--- src/logic/scpmc_pkg.sv ---
/*
  Constants for the system clock and power mode controller.
  Assumes a single 100 MHz system clock and an 8-bit register port.
*/
`default_nettype none
package scpmc_pkg;
  // Register port
  localparam int unsigned ADDR_W   = 2;
  localparam int unsigned DATA_W   = 8;
  localparam logic [1:0] SYS_CLK_CTRL_ADDR = 2'h0;
  localparam logic [1:0] HS_OSC_CTRL_ADDR  = 2'h1;
  // System clock control fields
  localparam int unsigned CLK_SEL_LSB   = 5;
  localparam int unsigned HS_KEEP_BIT   = 1;
  localparam int unsigned LS_KEEP_BIT   = 0;
  localparam logic [2:0] CLK_SEL_RESET  = 3'h0;
  localparam logic [2:0] CLK_SEL_SUB    = 3'h7;
  // High-speed oscillator control fields
  localparam int unsigned HS_FREQ_LSB   = 2;
  localparam int unsigned HS_STABLE_BIT = 1;
  localparam int unsigned HS_EN_BIT     = 0;
  localparam logic [1:0] HS_FREQ_2MHZ   = 2'h0;
  localparam logic [1:0] HS_FREQ_4MHZ   = 2'h1;
  localparam logic [1:0] HS_FREQ_8MHZ   = 2'h2;
  localparam logic [1:0] HS_FREQ_ALT2   = 2'h3;
  localparam logic       HS_EN_RESET    = 1'b1;
  // Oscillator settle time before the ready input is believed
  localparam int unsigned CLK_PERIOD_NS = 10;
  localparam int unsigned HS_SETTLE_NS  = 160;
  localparam int unsigned HS_SETTLE_CYC = (HS_SETTLE_NS + CLK_PERIOD_NS - 1) / CLK_PERIOD_NS;
  localparam int unsigned SETTLE_W      = 5;
  // Power modes
  typedef enum logic [2:0] {
    SCPMC_RUN,
    SCPMC_SLEEP,
    SCPMC_IDLE_MODE_0,
    SCPMC_IDLE_MODE_1,
    SCPMC_IDLE_MODE_2
  } scpmc_mode_e;
endpackage
`default_nettype wire

--- src/logic/scpmc_top.sv ---
/*
  System clock selection, high-speed oscillator control and halt power modes.

  Contents
    Two-flop release of the asynchronous reset; all other logic uses the copy.
    System clock control register: select field, fast keep bit, slow keep bit.
    Oscillator control register: frequency field, stable flag, enable bit.
    Settle counter that gates the stable flag after enable or retune.
    Frequency hand-over that follows the request only once stable.
    Power mode state: run, sleep and three idle modes, chosen on halt.
    Entry pulses for the power-down flag, time-out clear and watchdog clear.
    Oscillator, sub clock and watchdog clock run levels per mode.
    Shared fast divider and tick selection for the seven fast codes.
    Glitch-free source switch with a gap between old and new periods.
    System clock tick output, suppressed while the core is held.
    Register read multiplexer with a registered read data port.

  Register map
    Address 0: select in bits 7..5, fast keep bit 1, slow keep bit 0.
    Address 1: frequency in bits 3..2, stable bit 1 (read only), enable bit 0.
    Addresses 2 and 3 are unmapped: writes dropped, reads give zero.
    Unused bits always read as zero.

  Register port timing
    A write lands on the edge that samples the write strobe.
    Read data stand in the cycle after the read strobe, zero otherwise.
    The port never stalls; strobes may follow back to back.

  Clock switch behaviour
    A switch starts only on a tick of the old source and with the target ready.
    Ticks then stop until the first tick of the new source.
    That tick makes the new source active; output ticks resume after it.
    A target that never becomes ready keeps the old source forever.

  Halt behaviour
    A halt in run picks the mode from the two keep bits.
    A halt while already halted is ignored.
    Any wake input returns to run on the next edge.
    Control registers are never written by mode changes; the stable flag clears while the fast oscillator is stopped.

  Assumptions
    Oscillator ticks and ready levels arrive synchronous to clk_sys_in.
    Each oscillator tick is one cycle wide and never back to back faster
    than the divider can count.
    The system clock leaves as a one-cycle tick per system clock period.
    Wake inputs are levels or pulses of at least one cycle.
    The watchdog enable level comes from the watchdog block unchanged.
*/
// Notes on behaviour
// - Select field picks divided fast or sub clock
// - Unused system control bits read zero
// - Fast keep bit holds fast oscillator in halt
// - Slow keep bit holds slow oscillator in halt
// - Frequency field: 2, 4, 8, 2 MHz
// - New fast frequency applied once stable
// - Enabling clears stable flag, set when settled
// - Enable bit runs fast oscillator, resets one
// - Halt with both keeps zero enters sleep
// - Halt, fast zero slow one: idle 0
// - Halt with both keeps one: idle 1
// - Halt, fast one slow zero: idle 2
// - Low power modes keep all state except the stable flag
// - Halt sets power-down, clears time-out flag
// - Halt clears the watchdog counter
// - Slow switch completes once slow oscillator stable
// - Fast return waits for stable fast oscillator
// - Sleep keeps watchdog clock only when enabled
// - Wake on port edge, interrupt or overflow
`default_nettype none
module scpmc_top (
  input  wire logic                        clk_sys_in,
  input  wire logic                        rst_n_in,
  input  wire logic [scpmc_pkg::ADDR_W-1:0] reg_addr_in,
  input  wire logic [scpmc_pkg::DATA_W-1:0] reg_wdata_in,
  input  wire logic                        reg_wr_in,
  input  wire logic                        reg_rd_in,
  output logic      [scpmc_pkg::DATA_W-1:0] reg_rdata_out,
  input  wire logic                        hs_osc_tick_in,
  input  wire logic                        hs_osc_ready_in,
  input  wire logic                        ls_osc_tick_in,
  input  wire logic                        ls_osc_ready_in,
  input  wire logic                        halt_in,
  input  wire logic                        port_fall_wake_in,
  input  wire logic                        irq_wake_in,
  input  wire logic                        wdt_overflow_in,
  input  wire logic                        wdt_enabled_in,
  output logic                             sys_clk_tick_out,
  output logic                             hs_osc_run_out,
  output logic      [1:0]                  hs_freq_sel_out,
  output logic                             ls_osc_run_out,
  output logic                             sub_clk_run_out,
  output logic                             wdt_clk_run_out,
  output logic                             cpu_hold_out,
  output logic      [2:0]                  power_mode_out,
  output logic                             power_down_set_out,
  output logic                             timeout_clear_out,
  output logic                             wdt_clear_out
);

  logic                            rst_meta_q;
  logic                            rst_sync_q;
  logic [2:0]                      clk_sel_q;
  logic                            hs_keep_q;
  logic                            ls_keep_q;
  logic [1:0]                      hs_freq_q;
  logic                            hs_en_q;
  logic                            hs_stable_q;
  logic [scpmc_pkg::SETTLE_W-1:0]  settle_cnt_q;
  logic [1:0]                      hs_freq_act_q;
  scpmc_pkg::scpmc_mode_e          mode_q;
  logic [2:0]                      act_sel_q;
  logic                            sw_gap_q;
  logic [5:0]                      div_cnt_q;
  logic                            wr_sys;
  logic                            wr_hs;
  logic                            low_power;
  logic                            wake;
  logic                            hs_tick;
  logic                            src_tick;
  logic                            new_tick;
  logic                            new_ready;
  logic [scpmc_pkg::DATA_W-1:0]    rd_mux;

  // Reset release through two flip-flops
  always_ff @(posedge clk_sys_in or negedge rst_n_in) begin
    if (!rst_n_in) begin
      rst_meta_q <= 1'b0;
      rst_sync_q <= 1'b0;
    end else begin
      rst_meta_q <= 1'b1;
      rst_sync_q <= rst_meta_q;
    end
  end

  // Write decode; unmapped addresses match neither and are dropped
  assign wr_sys = reg_wr_in && (reg_addr_in == scpmc_pkg::SYS_CLK_CTRL_ADDR);
  assign wr_hs  = reg_wr_in && (reg_addr_in == scpmc_pkg::HS_OSC_CTRL_ADDR);

  // System clock control register
  always_ff @(posedge clk_sys_in or negedge rst_sync_q) begin
    if (!rst_sync_q) begin
      clk_sel_q <= scpmc_pkg::CLK_SEL_RESET;
      hs_keep_q <= 1'b0;
      ls_keep_q <= 1'b0;
    end else if (wr_sys) begin
      clk_sel_q <= reg_wdata_in[scpmc_pkg::CLK_SEL_LSB +: 3];
      hs_keep_q <= reg_wdata_in[scpmc_pkg::HS_KEEP_BIT];
      ls_keep_q <= reg_wdata_in[scpmc_pkg::LS_KEEP_BIT];
    end
  end

  // Oscillator control register, writable bits only
  always_ff @(posedge clk_sys_in or negedge rst_sync_q) begin
    if (!rst_sync_q) begin
      hs_freq_q <= scpmc_pkg::HS_FREQ_2MHZ;
      hs_en_q   <= scpmc_pkg::HS_EN_RESET;
    end else if (wr_hs) begin
      hs_freq_q <= reg_wdata_in[scpmc_pkg::HS_FREQ_LSB +: 2];
      hs_en_q   <= reg_wdata_in[scpmc_pkg::HS_EN_BIT];
    end
  end

  // Stable flag: cleared on enable or frequency change, set after settling
  // Clear wins over set so a retune never reports a stale stable state
  // Counter holds at its end value until the ready level arrives
  always_ff @(posedge clk_sys_in or negedge rst_sync_q) begin
    if (!rst_sync_q) begin
      hs_stable_q  <= 1'b0;
      settle_cnt_q <= '0;
    end else if ((wr_hs && reg_wdata_in[scpmc_pkg::HS_EN_BIT] && !hs_en_q) ||
                 (wr_hs && reg_wdata_in[scpmc_pkg::HS_FREQ_LSB +: 2] != hs_freq_q) ||
                 !hs_osc_run_out) begin
      hs_stable_q  <= 1'b0;
      settle_cnt_q <= '0;
    end else if (settle_cnt_q != scpmc_pkg::SETTLE_W'(scpmc_pkg::HS_SETTLE_CYC)) begin
      settle_cnt_q <= settle_cnt_q + 1'b1;
    end else if (hs_osc_ready_in) begin
      hs_stable_q <= 1'b1;
    end
  end

  // Frequency request reaches the oscillator only once it reports stable
  // The flag drops on the same edge that takes a retune write, so the old code is kept
  always_ff @(posedge clk_sys_in or negedge rst_sync_q) begin
    if (!rst_sync_q) begin
      hs_freq_act_q <= scpmc_pkg::HS_FREQ_2MHZ;
    end else if (hs_stable_q) begin
      hs_freq_act_q <= hs_freq_q;
    end
  end

  // Code 3 is a second 2 MHz code
  always_comb begin
    case (hs_freq_act_q)
      scpmc_pkg::HS_FREQ_4MHZ: hs_freq_sel_out = scpmc_pkg::HS_FREQ_4MHZ;
      scpmc_pkg::HS_FREQ_8MHZ: hs_freq_sel_out = scpmc_pkg::HS_FREQ_8MHZ;
      scpmc_pkg::HS_FREQ_ALT2: hs_freq_sel_out = scpmc_pkg::HS_FREQ_2MHZ;
      default:                 hs_freq_sel_out = scpmc_pkg::HS_FREQ_2MHZ;
    endcase
  end

  // Wake sources
  assign wake      = port_fall_wake_in || irq_wake_in || wdt_overflow_in;
  assign low_power = (mode_q != scpmc_pkg::SCPMC_RUN);

  // Power mode from keep bits on halt
  // Keep bits are read as they stand at the halt edge
  always_ff @(posedge clk_sys_in or negedge rst_sync_q) begin
    if (!rst_sync_q) begin
      mode_q <= scpmc_pkg::SCPMC_RUN;
    end else begin
      case (mode_q)
        scpmc_pkg::SCPMC_RUN: begin
          if (halt_in) begin
            case ({hs_keep_q, ls_keep_q})
              2'h0:    mode_q <= scpmc_pkg::SCPMC_SLEEP;
              2'h1:    mode_q <= scpmc_pkg::SCPMC_IDLE_MODE_0;
              2'h3:    mode_q <= scpmc_pkg::SCPMC_IDLE_MODE_1;
              default: mode_q <= scpmc_pkg::SCPMC_IDLE_MODE_2;
            endcase
          end
        end
        default: begin
          if (wake) begin
            mode_q <= scpmc_pkg::SCPMC_RUN;
          end
        end
      endcase
    end
  end

  // Entry pulses for status flags and watchdog
  // Issued only from run, so a repeated halt gives no second pulse
  always_ff @(posedge clk_sys_in or negedge rst_sync_q) begin
    if (!rst_sync_q) begin
      power_down_set_out <= 1'b0;
      timeout_clear_out  <= 1'b0;
      wdt_clear_out      <= 1'b0;
    end else begin
      power_down_set_out <= halt_in && !low_power;
      timeout_clear_out  <= halt_in && !low_power;
      wdt_clear_out      <= halt_in && !low_power;
    end
  end

  // Oscillator and clock gating per mode; registers are never touched here
  // Outputs trail the mode register by one edge, matching power_mode_out
  // Slow oscillator also runs in sleep while the watchdog needs its clock
  always_ff @(posedge clk_sys_in or negedge rst_sync_q) begin
    if (!rst_sync_q) begin
      hs_osc_run_out  <= 1'b1;
      ls_osc_run_out  <= 1'b1;
      sub_clk_run_out <= 1'b1;
      wdt_clk_run_out <= 1'b1;
      cpu_hold_out    <= 1'b0;
      power_mode_out  <= 3'h0;
    end else begin
      hs_osc_run_out  <= hs_en_q && (!low_power || hs_keep_q);
      ls_osc_run_out  <= !low_power || ls_keep_q ||
                         (mode_q == scpmc_pkg::SCPMC_SLEEP && wdt_enabled_in);
      sub_clk_run_out <= !low_power || ls_keep_q;
      wdt_clk_run_out <= (mode_q != scpmc_pkg::SCPMC_SLEEP) || wdt_enabled_in;
      cpu_hold_out    <= low_power;
      power_mode_out  <= mode_q;
    end
  end

  // Fast clock divider
  // One shared counter keeps all divided ticks aligned to each other
  assign hs_tick = hs_osc_tick_in && hs_osc_run_out;
  always_ff @(posedge clk_sys_in or negedge rst_sync_q) begin
    if (!rst_sync_q) begin
      div_cnt_q <= '0;
    end else if (hs_tick) begin
      div_cnt_q <= div_cnt_q + 1'b1;
    end
  end

  // Tick of a source code: fast clock divided by 2^code, or sub clock
  function automatic logic code_tick(input logic [2:0] code, input logic [5:0] cnt,
                                     input logic hs_t, input logic ls_t);
    logic [5:0] mask;
    mask = 6'h3F >> (3'h6 - code);
    if (code == scpmc_pkg::CLK_SEL_SUB) begin
      code_tick = ls_t;
    end else if (code == 3'h0) begin
      code_tick = hs_t;
    end else begin
      code_tick = hs_t && ((cnt & mask) == mask);
    end
  endfunction

  assign src_tick  = code_tick(act_sel_q, div_cnt_q, hs_tick, ls_osc_tick_in);
  assign new_tick  = code_tick(clk_sel_q, div_cnt_q, hs_tick, ls_osc_tick_in);
  assign new_ready = (clk_sel_q == scpmc_pkg::CLK_SEL_SUB) ? ls_osc_ready_in
                                                           : hs_stable_q;

  // Glitch-free switch: finish old period, hold, start on new tick
  // The gap hides the partial period of the new source
  // A select written during the gap retargets it to the latest code
  always_ff @(posedge clk_sys_in or negedge rst_sync_q) begin
    if (!rst_sync_q) begin
      act_sel_q <= scpmc_pkg::CLK_SEL_RESET;
      sw_gap_q  <= 1'b0;
    end else if (sw_gap_q) begin
      if (new_tick) begin
        act_sel_q <= clk_sel_q;
        sw_gap_q  <= 1'b0;
      end
    end else if (clk_sel_q != act_sel_q && new_ready && src_tick) begin
      sw_gap_q <= 1'b1;
    end
  end

  // System clock tick, stopped while halted
  // Registered so the tick never depends on the oscillator input path
  always_ff @(posedge clk_sys_in or negedge rst_sync_q) begin
    if (!rst_sync_q) begin
      sys_clk_tick_out <= 1'b0;
    end else begin
      sys_clk_tick_out <= src_tick && !sw_gap_q && !low_power;
    end
  end

  // Read data, reserved bits zero
  always_comb begin
    rd_mux = '0;
    case (reg_addr_in)
      scpmc_pkg::SYS_CLK_CTRL_ADDR: begin
        rd_mux[scpmc_pkg::CLK_SEL_LSB +: 3] = clk_sel_q;
        rd_mux[scpmc_pkg::HS_KEEP_BIT]      = hs_keep_q;
        rd_mux[scpmc_pkg::LS_KEEP_BIT]      = ls_keep_q;
      end
      scpmc_pkg::HS_OSC_CTRL_ADDR: begin
        rd_mux[scpmc_pkg::HS_FREQ_LSB +: 2]  = hs_freq_q;
        rd_mux[scpmc_pkg::HS_STABLE_BIT]     = hs_stable_q;
        rd_mux[scpmc_pkg::HS_EN_BIT]         = hs_en_q;
      end
      default: rd_mux = '0;
    endcase
  end

  // Read data stand one cycle after the strobe
  // Zero outside a read so stale data never linger on the port
  always_ff @(posedge clk_sys_in or negedge rst_sync_q) begin
    if (!rst_sync_q) begin
      reg_rdata_out <= '0;
    end else begin
      reg_rdata_out <= reg_rd_in ? rd_mux : '0;
    end
  end

endmodule
`default_nettype wire

--- config.mk ---
export PLATFORM = sky130hd
export DESIGN_NAME = scpmc_top
export DESIGN_NICKNAME = d
export VERILOG_FILES = /design/src/logic/scpmc_pkg.sv /design/src/logic/scpmc_top.sv
export SDC_FILE = /design/constraint.sdc
export NUM_CORES = 1
export LEC_CHECK = 0
export ABC_CLOCK_PERIOD_IN_PS = 1500
export BUFFER_PORTS_ARGS = -buffer_cell sky130_fd_sc_hd__buf_4
export CAP_MARGIN = 10
export CELL_PAD_IN_SITES_DETAIL_PLACEMENT = 1
export CELL_PAD_IN_SITES_GLOBAL_PLACEMENT = 2
export CORE_UTILIZATION = 32
export CTS_BUF_LIST = sky130_fd_sc_hd__clkbuf_4 sky130_fd_sc_hd__clkbuf_8 sky130_fd_sc_hd__clkbuf_16
export DETAILED_ROUTE_END_ITERATION = 8
export PLACE_DENSITY = 0.79
export SETUP_SLACK_MARGIN = 0.3
export SYNTH_ARGS = -nofsm -noshare
export SYNTH_HDL_FRONTEND = slang
export SYNTH_SLANG_ARGS = --single-unit
--- constraint.sdc ---
create_clock -name clk_sys_in -period 1.5 [get_ports clk_sys_in]
set_input_delay 0.15 -clock clk_sys_in [delete_from_list [all_inputs] [get_ports clk_sys_in]]
set_output_delay 0.15 -clock clk_sys_in [all_outputs]
set_load 0.01 [all_outputs]
# Yosys cells after proc, flatten, opt, wreduce, memory -nomap -nowiden
# Cells that the tools add are included.
classes:
  addsub: 4
  n_eq_ne: 16
  n_shift: 2
  n_mux: 22
  bitwise_logic: 2
  reduce_logical: 39
op_table:
  columns: ["operator", "n"]
  rows:
  - ["$logic_and A1 B1 Y1", 15]
  - ["$and A6 B6 Y6", 2]
  - ["$eq A6 B6 Y1", 2]
  - ["$mux W3", 4]
  - ["$shr A6 B3 Y6 const A", 2]
  - ["$mux W1", 11]
  - ["$mux W5", 2]
  - ["$logic_not A3 Y1", 3]
  - ["$pmux W3 S3", 1]
  - ["$logic_or A1 B1 Y1", 8]
  - ["$mux W8", 1]
  - ["$pmux W2 S2", 2]
  - ["$add A6 B1 Y6 const B", 1]
  - ["$eq A2 B1 Y1 const B", 3]
  - ["$eq A3 B3 Y1 const B", 2]
  - ["$reduce_and A2 Y1", 3]
  - ["$reduce_bool A2 Y1", 3]
  - ["$sub A3 B3 Y3 const A", 2]
  - ["$add A5 B1 Y5 const B", 1]
  - ["$ne A5 B5 Y1 const B", 1]
  - ["$eq A2 B2 Y1 const B", 2]
  - ["$logic_not A1 Y1", 4]
  - ["$logic_not A2 Y1", 2]
  - ["$ne A2 B2 Y1 const B", 2]
  - ["other kinds (6)", 6]
totals:
  ff_bits: 49
  inputBits: 23
  output_inout_bits: 22
  wordCells: 108

# Depth between registers and ports, before layout
logic_depth:
  ltp_word: 10
  ltp_mapped: 7
  ltp_nobuf: 7

# Worst setup path after synthesis
# No wires, ideal clock.
synth_path:
  path_kind: "flip-flop to flip-flop"
  startpoint: "register clk_sel_q[1]"
  endpoint: "register act_sel_q[0]"
  setup_ns: 0.126
  t_arrival_ns: 1.731
  t_required_ns: 1.374
  slack_ns: -0.357
  path_stages_with_launch: 8
  path_buffers: 0
  period_less_slack_ns: 1.857
  path_cell_list: "dfrtp_1 ha_1 inv_1 ha_1 o21ai_2 a2111oi_4 nand2_1 a311o_1"
synth_via:
  elab_chain_len: 8
  word_cells_on_any_way: 10
  classes_between: "1 x add/sub; 2 x eq/ne; 1 x shift; 2 x mux; 1 x bitwise; 3 x reduce/logical"
synth_lines:
  columns: ["item", "line", "text"]
  rows:
  - ["start: declaration", "scpmc_top.sv:102", "logic [2:0] clk_sel_q;"]
  - ["start signal: assignment", "scpmc_top.sv:142", "clk_sel_q <= scpmc_pkg::CLK_SEL_RESET;"]
  - ["start signal: assignment", "scpmc_top.sv:146", "clk_sel_q <= reg_wdata_in[scpmc_pkg::CLK_SEL_LSB +: 3];"]
  - ["$sub A3 B3 Y3", "scpmc_top.sv:283", "mask = 6'h3F >> (3'h6 - code);"]
  - ["$shr A6 B3 Y6", "scpmc_top.sv:283", null]
  - ["$and A6 B6 Y6", "scpmc_top.sv:289", "code_tick = hs_t && ((cnt & mask) == mask);"]
  - ["$eq A6 B6 Y1", "scpmc_top.sv:289", null]
  - ["$logic_and A1 B1 Y1", "scpmc_top.sv:289", null]
  - ["$mux W1", "scpmc_top.sv:286", "end else if (code == 3'h0) begin"]
  - ["$mux W1 *", "scpmc_top.sv:284", "if (code == scpmc_pkg::CLK_SEL_SUB) begin"]
  - ["$reduce_and A2 Y1 (no source line) *", null, null]
  - ["end signal: assignment", "scpmc_top.sv:303", "act_sel_q <= scpmc_pkg::CLK_SEL_RESET;"]
  - ["end signal: assignment", "scpmc_top.sv:307", "act_sel_q <= clk_sel_q;"]
  - ["end: declaration", "scpmc_top.sv:111", "logic [2:0] act_sel_q;"]
# Every way passes the cells marked *; elsewhere a longest branch is shown, timed or not.
# A chain may end at the register's enable or synchronous reset.

# Worst setup path in the final report
layout_path:
  startpoint: "register clk_sel_q[1]"
  endpoint: "register act_sel_q[1]"
layout_via:
  elab_chain_len: 8
  word_cells_on_any_way: 10
  classes_between: "1 x add/sub; 2 x eq/ne; 1 x shift; 2 x mux; 1 x bitwise; 3 x reduce/logical"
layout_lines:
  columns: ["item", "line"]
  rows:
  - ["$sub A3 B3 Y3", "scpmc_top.sv:283"]
  - ["$shr A6 B3 Y6", "scpmc_top.sv:283"]
  - ["$and A6 B6 Y6", "scpmc_top.sv:289"]
  - ["$eq A6 B6 Y1", "scpmc_top.sv:289"]
  - ["$logic_and A1 B1 Y1", "scpmc_top.sv:289"]
  - ["$mux W1", "scpmc_top.sv:286"]
  - ["$mux W1", "scpmc_top.sv:284"]
  - ["$reduce_and A2 Y1 (no source line)", null]
# Several ways; a longest one is shown, not always the timed one.

==> impl_metrics.tcl <==
set metrics [dict create \
    post-route-period-util_pct 123 \
    powerDensity_mw_per_mm2 1360 \
    drtIter0Drc 83 \
    dp_hpwl_um 4370 \
    synth_edf_count 0 \
    cts_tree "yes" \
    cts_num_sinks 48 \
    htreeDepth 2 \
    r2r-start "clk_sel_q[1]" \
    maxCapViolCount 0 \
    clock_latency_ns 0.31 \
    hold_depth 3 \
    vias 1849 \
    utilization_pct 46.9 \
    die_y_um 88.2 \
    crit_start "clk_sel_q[1]" \
    p_leak_nw 1.56 \
    first_pass_iters 3 \
    grt_max_degree 47 \
    start_kind "flop" \
    stdcell_area_mm2 0.00338 \
    ys_ff_latch 48 \
    setup_viol 6 \
    route.detailed.drc 0 \
    yosysSeqAreaShare_pct 50.8 \
    wl_per_cell_um 16.2 \
    ios 45 \
    worst-setup-path-type "flop to flop" \
    track_usage_pct 16.4 \
    antenna_found_initial 0 \
    dieArea_mm2 0.00778 \
    vdd_drop_max_mv 0.442 \
    via_per_inst 4.75 \
    clk_pin_slew_ns 0.10 \
    synth_warnings 0 \
    path_max_fanout 3 \
    grt_use_met2_pct 28.5 \
    violations "setup timing" \
    core-area_mm2 0.00721 \
    use_met1_pct 20.5 \
    status "complete, but fails checks" \
    gr-usage-met3_pct 2.89 \
    start_util_pct 33.0 \
    grt_pass1_vias 1881 \
    placed_cell_area_mm2 0.00298 \
    skew_ns 0.00796 \
    hold_path_class "primary input to flop" \
    grt_pass1_wl_um 9490 \
    diodes 0 \
    synth_area_per_cell_um2 11.1 \
    finalNetCount 328 \
    place.gp.congestion 0.771 \
    period_needed_ns 1.85 \
    syn-num-nets 253 \
    worst_ep_arrival_time_ns 2.04 \
    synth_flop_cell "dfrtp_1" \
    top_usage_layer "met2" \
    die_w_um 88.2 \
    netlist_area_mm2 0.00238 \
    worstHoldStart "reg_wdata_in[1]" \
    worstSetupEndpointType "flop" \
    setup_ws_ns -0.352 \
    fmax_mhz 540 \
    cp_data_required_time_ns 1.69 \
    netlist_instances 214 \
    root_buffer "clkbuf_8" \
    rsz0062_at_grt "yes" \
    cts_made_buffers 5 \
    clockBufferDepth 2 \
    area_growth_pct 42.2 \
    detail-route-antenna-nets 0 \
    drive_above_1_share_pct 44.1 \
    r2r_cells 7 \
    wl_um 6320 \
    overflow 0 \
    row_count 31 \
    drv_slew 0 \
    port_buffers 42 \
    yosysUniqueCellTypes 48 \
    hold_viol_final 0 \
    async_flop_share_pct 100 \
]
==> registers in the layout (all words and copies together) (netlist names), 2 cells and up <==
register and cells:
act_sel_q 3, clk_sel_q 3, div_cnt_q 6, hs_freq_act_q 2
hs_freq_q 2, mode_q 3, power_mode_out 3, reg_rdata_out 7
settle_cnt_q 5
==> worst paths after layout <==
path	endpoint	slack, ns
setup / recovery	act_sel_q[1]	-0.35
hold / removal	hs_keep_q	0.04
setup reg to reg	act_sel_q[1]	-0.35
hold reg to reg	reg_rdata_out[3]	0.24
max in group asynchronous	ls_osc_run_out	0.97
min in group asynchronous	rst_sync_q	0.16
==> what timing repair did <==
item                                    in CTS  in global routing
gates cloned                                 0                  0
endpoints found under the setup margin      19                 19
hold buffers                                 1                  0
endpoints found under the hold margin        2                  0
gates resized for setup                     18                 15
pin swaps                                   11                  9
buffers inserted                             9                  5
==> worst max-delay path, stage by stage, from the launching register on <==
cell and delay, ns:
dfrtp_1 0.39, ha_2 0.19, inv_2 0.05, ha_4 0.28, o21ai_4 0.06, a2111oi_4 0.32
nand2_1 0.15, a311o_1 0.29
==> per-stage QoR <==
stage                     hold slack, ns  setup WS, ns  setup TNS [ns]  total power, mW  cells
after floorplan                   -0.146        -0.242          -0.979             2.69    214
after global placement           -0.0677        -0.227           -1.04             3.22    366
after detailed placement         -0.0643        -0.318           -1.45             3.27    366
after CTS                         0.0370        -0.340           -1.58             4.48    384
after global routing              0.0444        -0.424           -2.03             4.89    389
final                             0.0400        -0.352           -1.56             4.61    389
==> cells in the mapped netlist, types with 3 or more instances <==
library cell  instances  area [µm²]
a22o_1                3        26.3
and2_1                3        18.8
and3_1                3        18.8
buf_4                 3        22.5
dfrtp_1              43        1080
dfstp_2               5         131
ha_1                 16         200
inv_1                16        60.1
mux2_2                6        67.6
mux2i_1               3        30.0
nand2_1              17        63.8
nand2b_1              6        37.5
nand3_1               5        25.0
nor2_1               11        41.3
nor2b_1               6        37.5
nor3_1               11        55.1
o21ai_0               6        30.0
xnor2_1               8        70.1
xor2_1                5        43.8
==> layer usage <==
metal | share of wire [%] | vias up
li1 | - | 882
met1 | 42 | 928
met2 | 53 | 29
met3 | 2.5 | 10
met4 | 2.0 | 0
met5 | 0 | -
==> report_power, final <==
part	total, mW	internal, mW	leakage, nW	switching, mW
Combinational	1.77	0.917	0.903	0.853
Clock	1.01	0.546	0.0614	0.460
Sequential	1.83	1.56	0.600	0.270
==> cells by family (layout without fill, tap and decap cells) <==
logic type                 Yosys count  count (layout)  share of synthesized area (%)
AOI/OAI and AO/OA                   33              33                           12.2
xor gates and xnor gates            13              13                           4.79
adders and majority gates           16              16                           8.42
buffers and inverters               23              99                           4.21
DFF                                 48              48                           50.8
muxes                                9               9                           4.10
other                                2               2                          0.316
and+or+nand+nor                     70              70                           15.2
==> layout by cell type, fill, tap and decap left out, drive strengths merged, types with 2 or more instances in the layout <==
master  Yosys  layout
nand3       5       5
nand4       2       2
and3        3       3
a311o       2       2
o21ai       8       8
nand2      17      17
xnor2       8       8
mux2        6       6
mux2i       3       3
or3         2       2
a31oi       3       3
inv        16      16
o211ai      2       2
dfstp       5       5
nor2b       7       7
o22ai       2       2
clkbuf      2       6
nand2b      6       6
a22o        3       3
ha         16      16
and2        3       3
nor3       11      11
dfrtp      43      43
buf         5      74
nor2       11      11
xor2        5       5
conb        2       2
==> cell type report <==
| cell class | count | area [µm²] |
|---|---|---|
| inverter | 16 | 60.1 |
| multi-input combinational | 143 | 1250 |
| clock buffer | 6 | 82.6 |
| clock inverter | 2 | 38.8 |
| fill | 829 | 3830 |
| tap | 99 | 124 |
| timing repair buffer | 75 | 616 |
| sequential | 48 | 1210 |
Note: power is estimated with default switching activity, not from simulation.
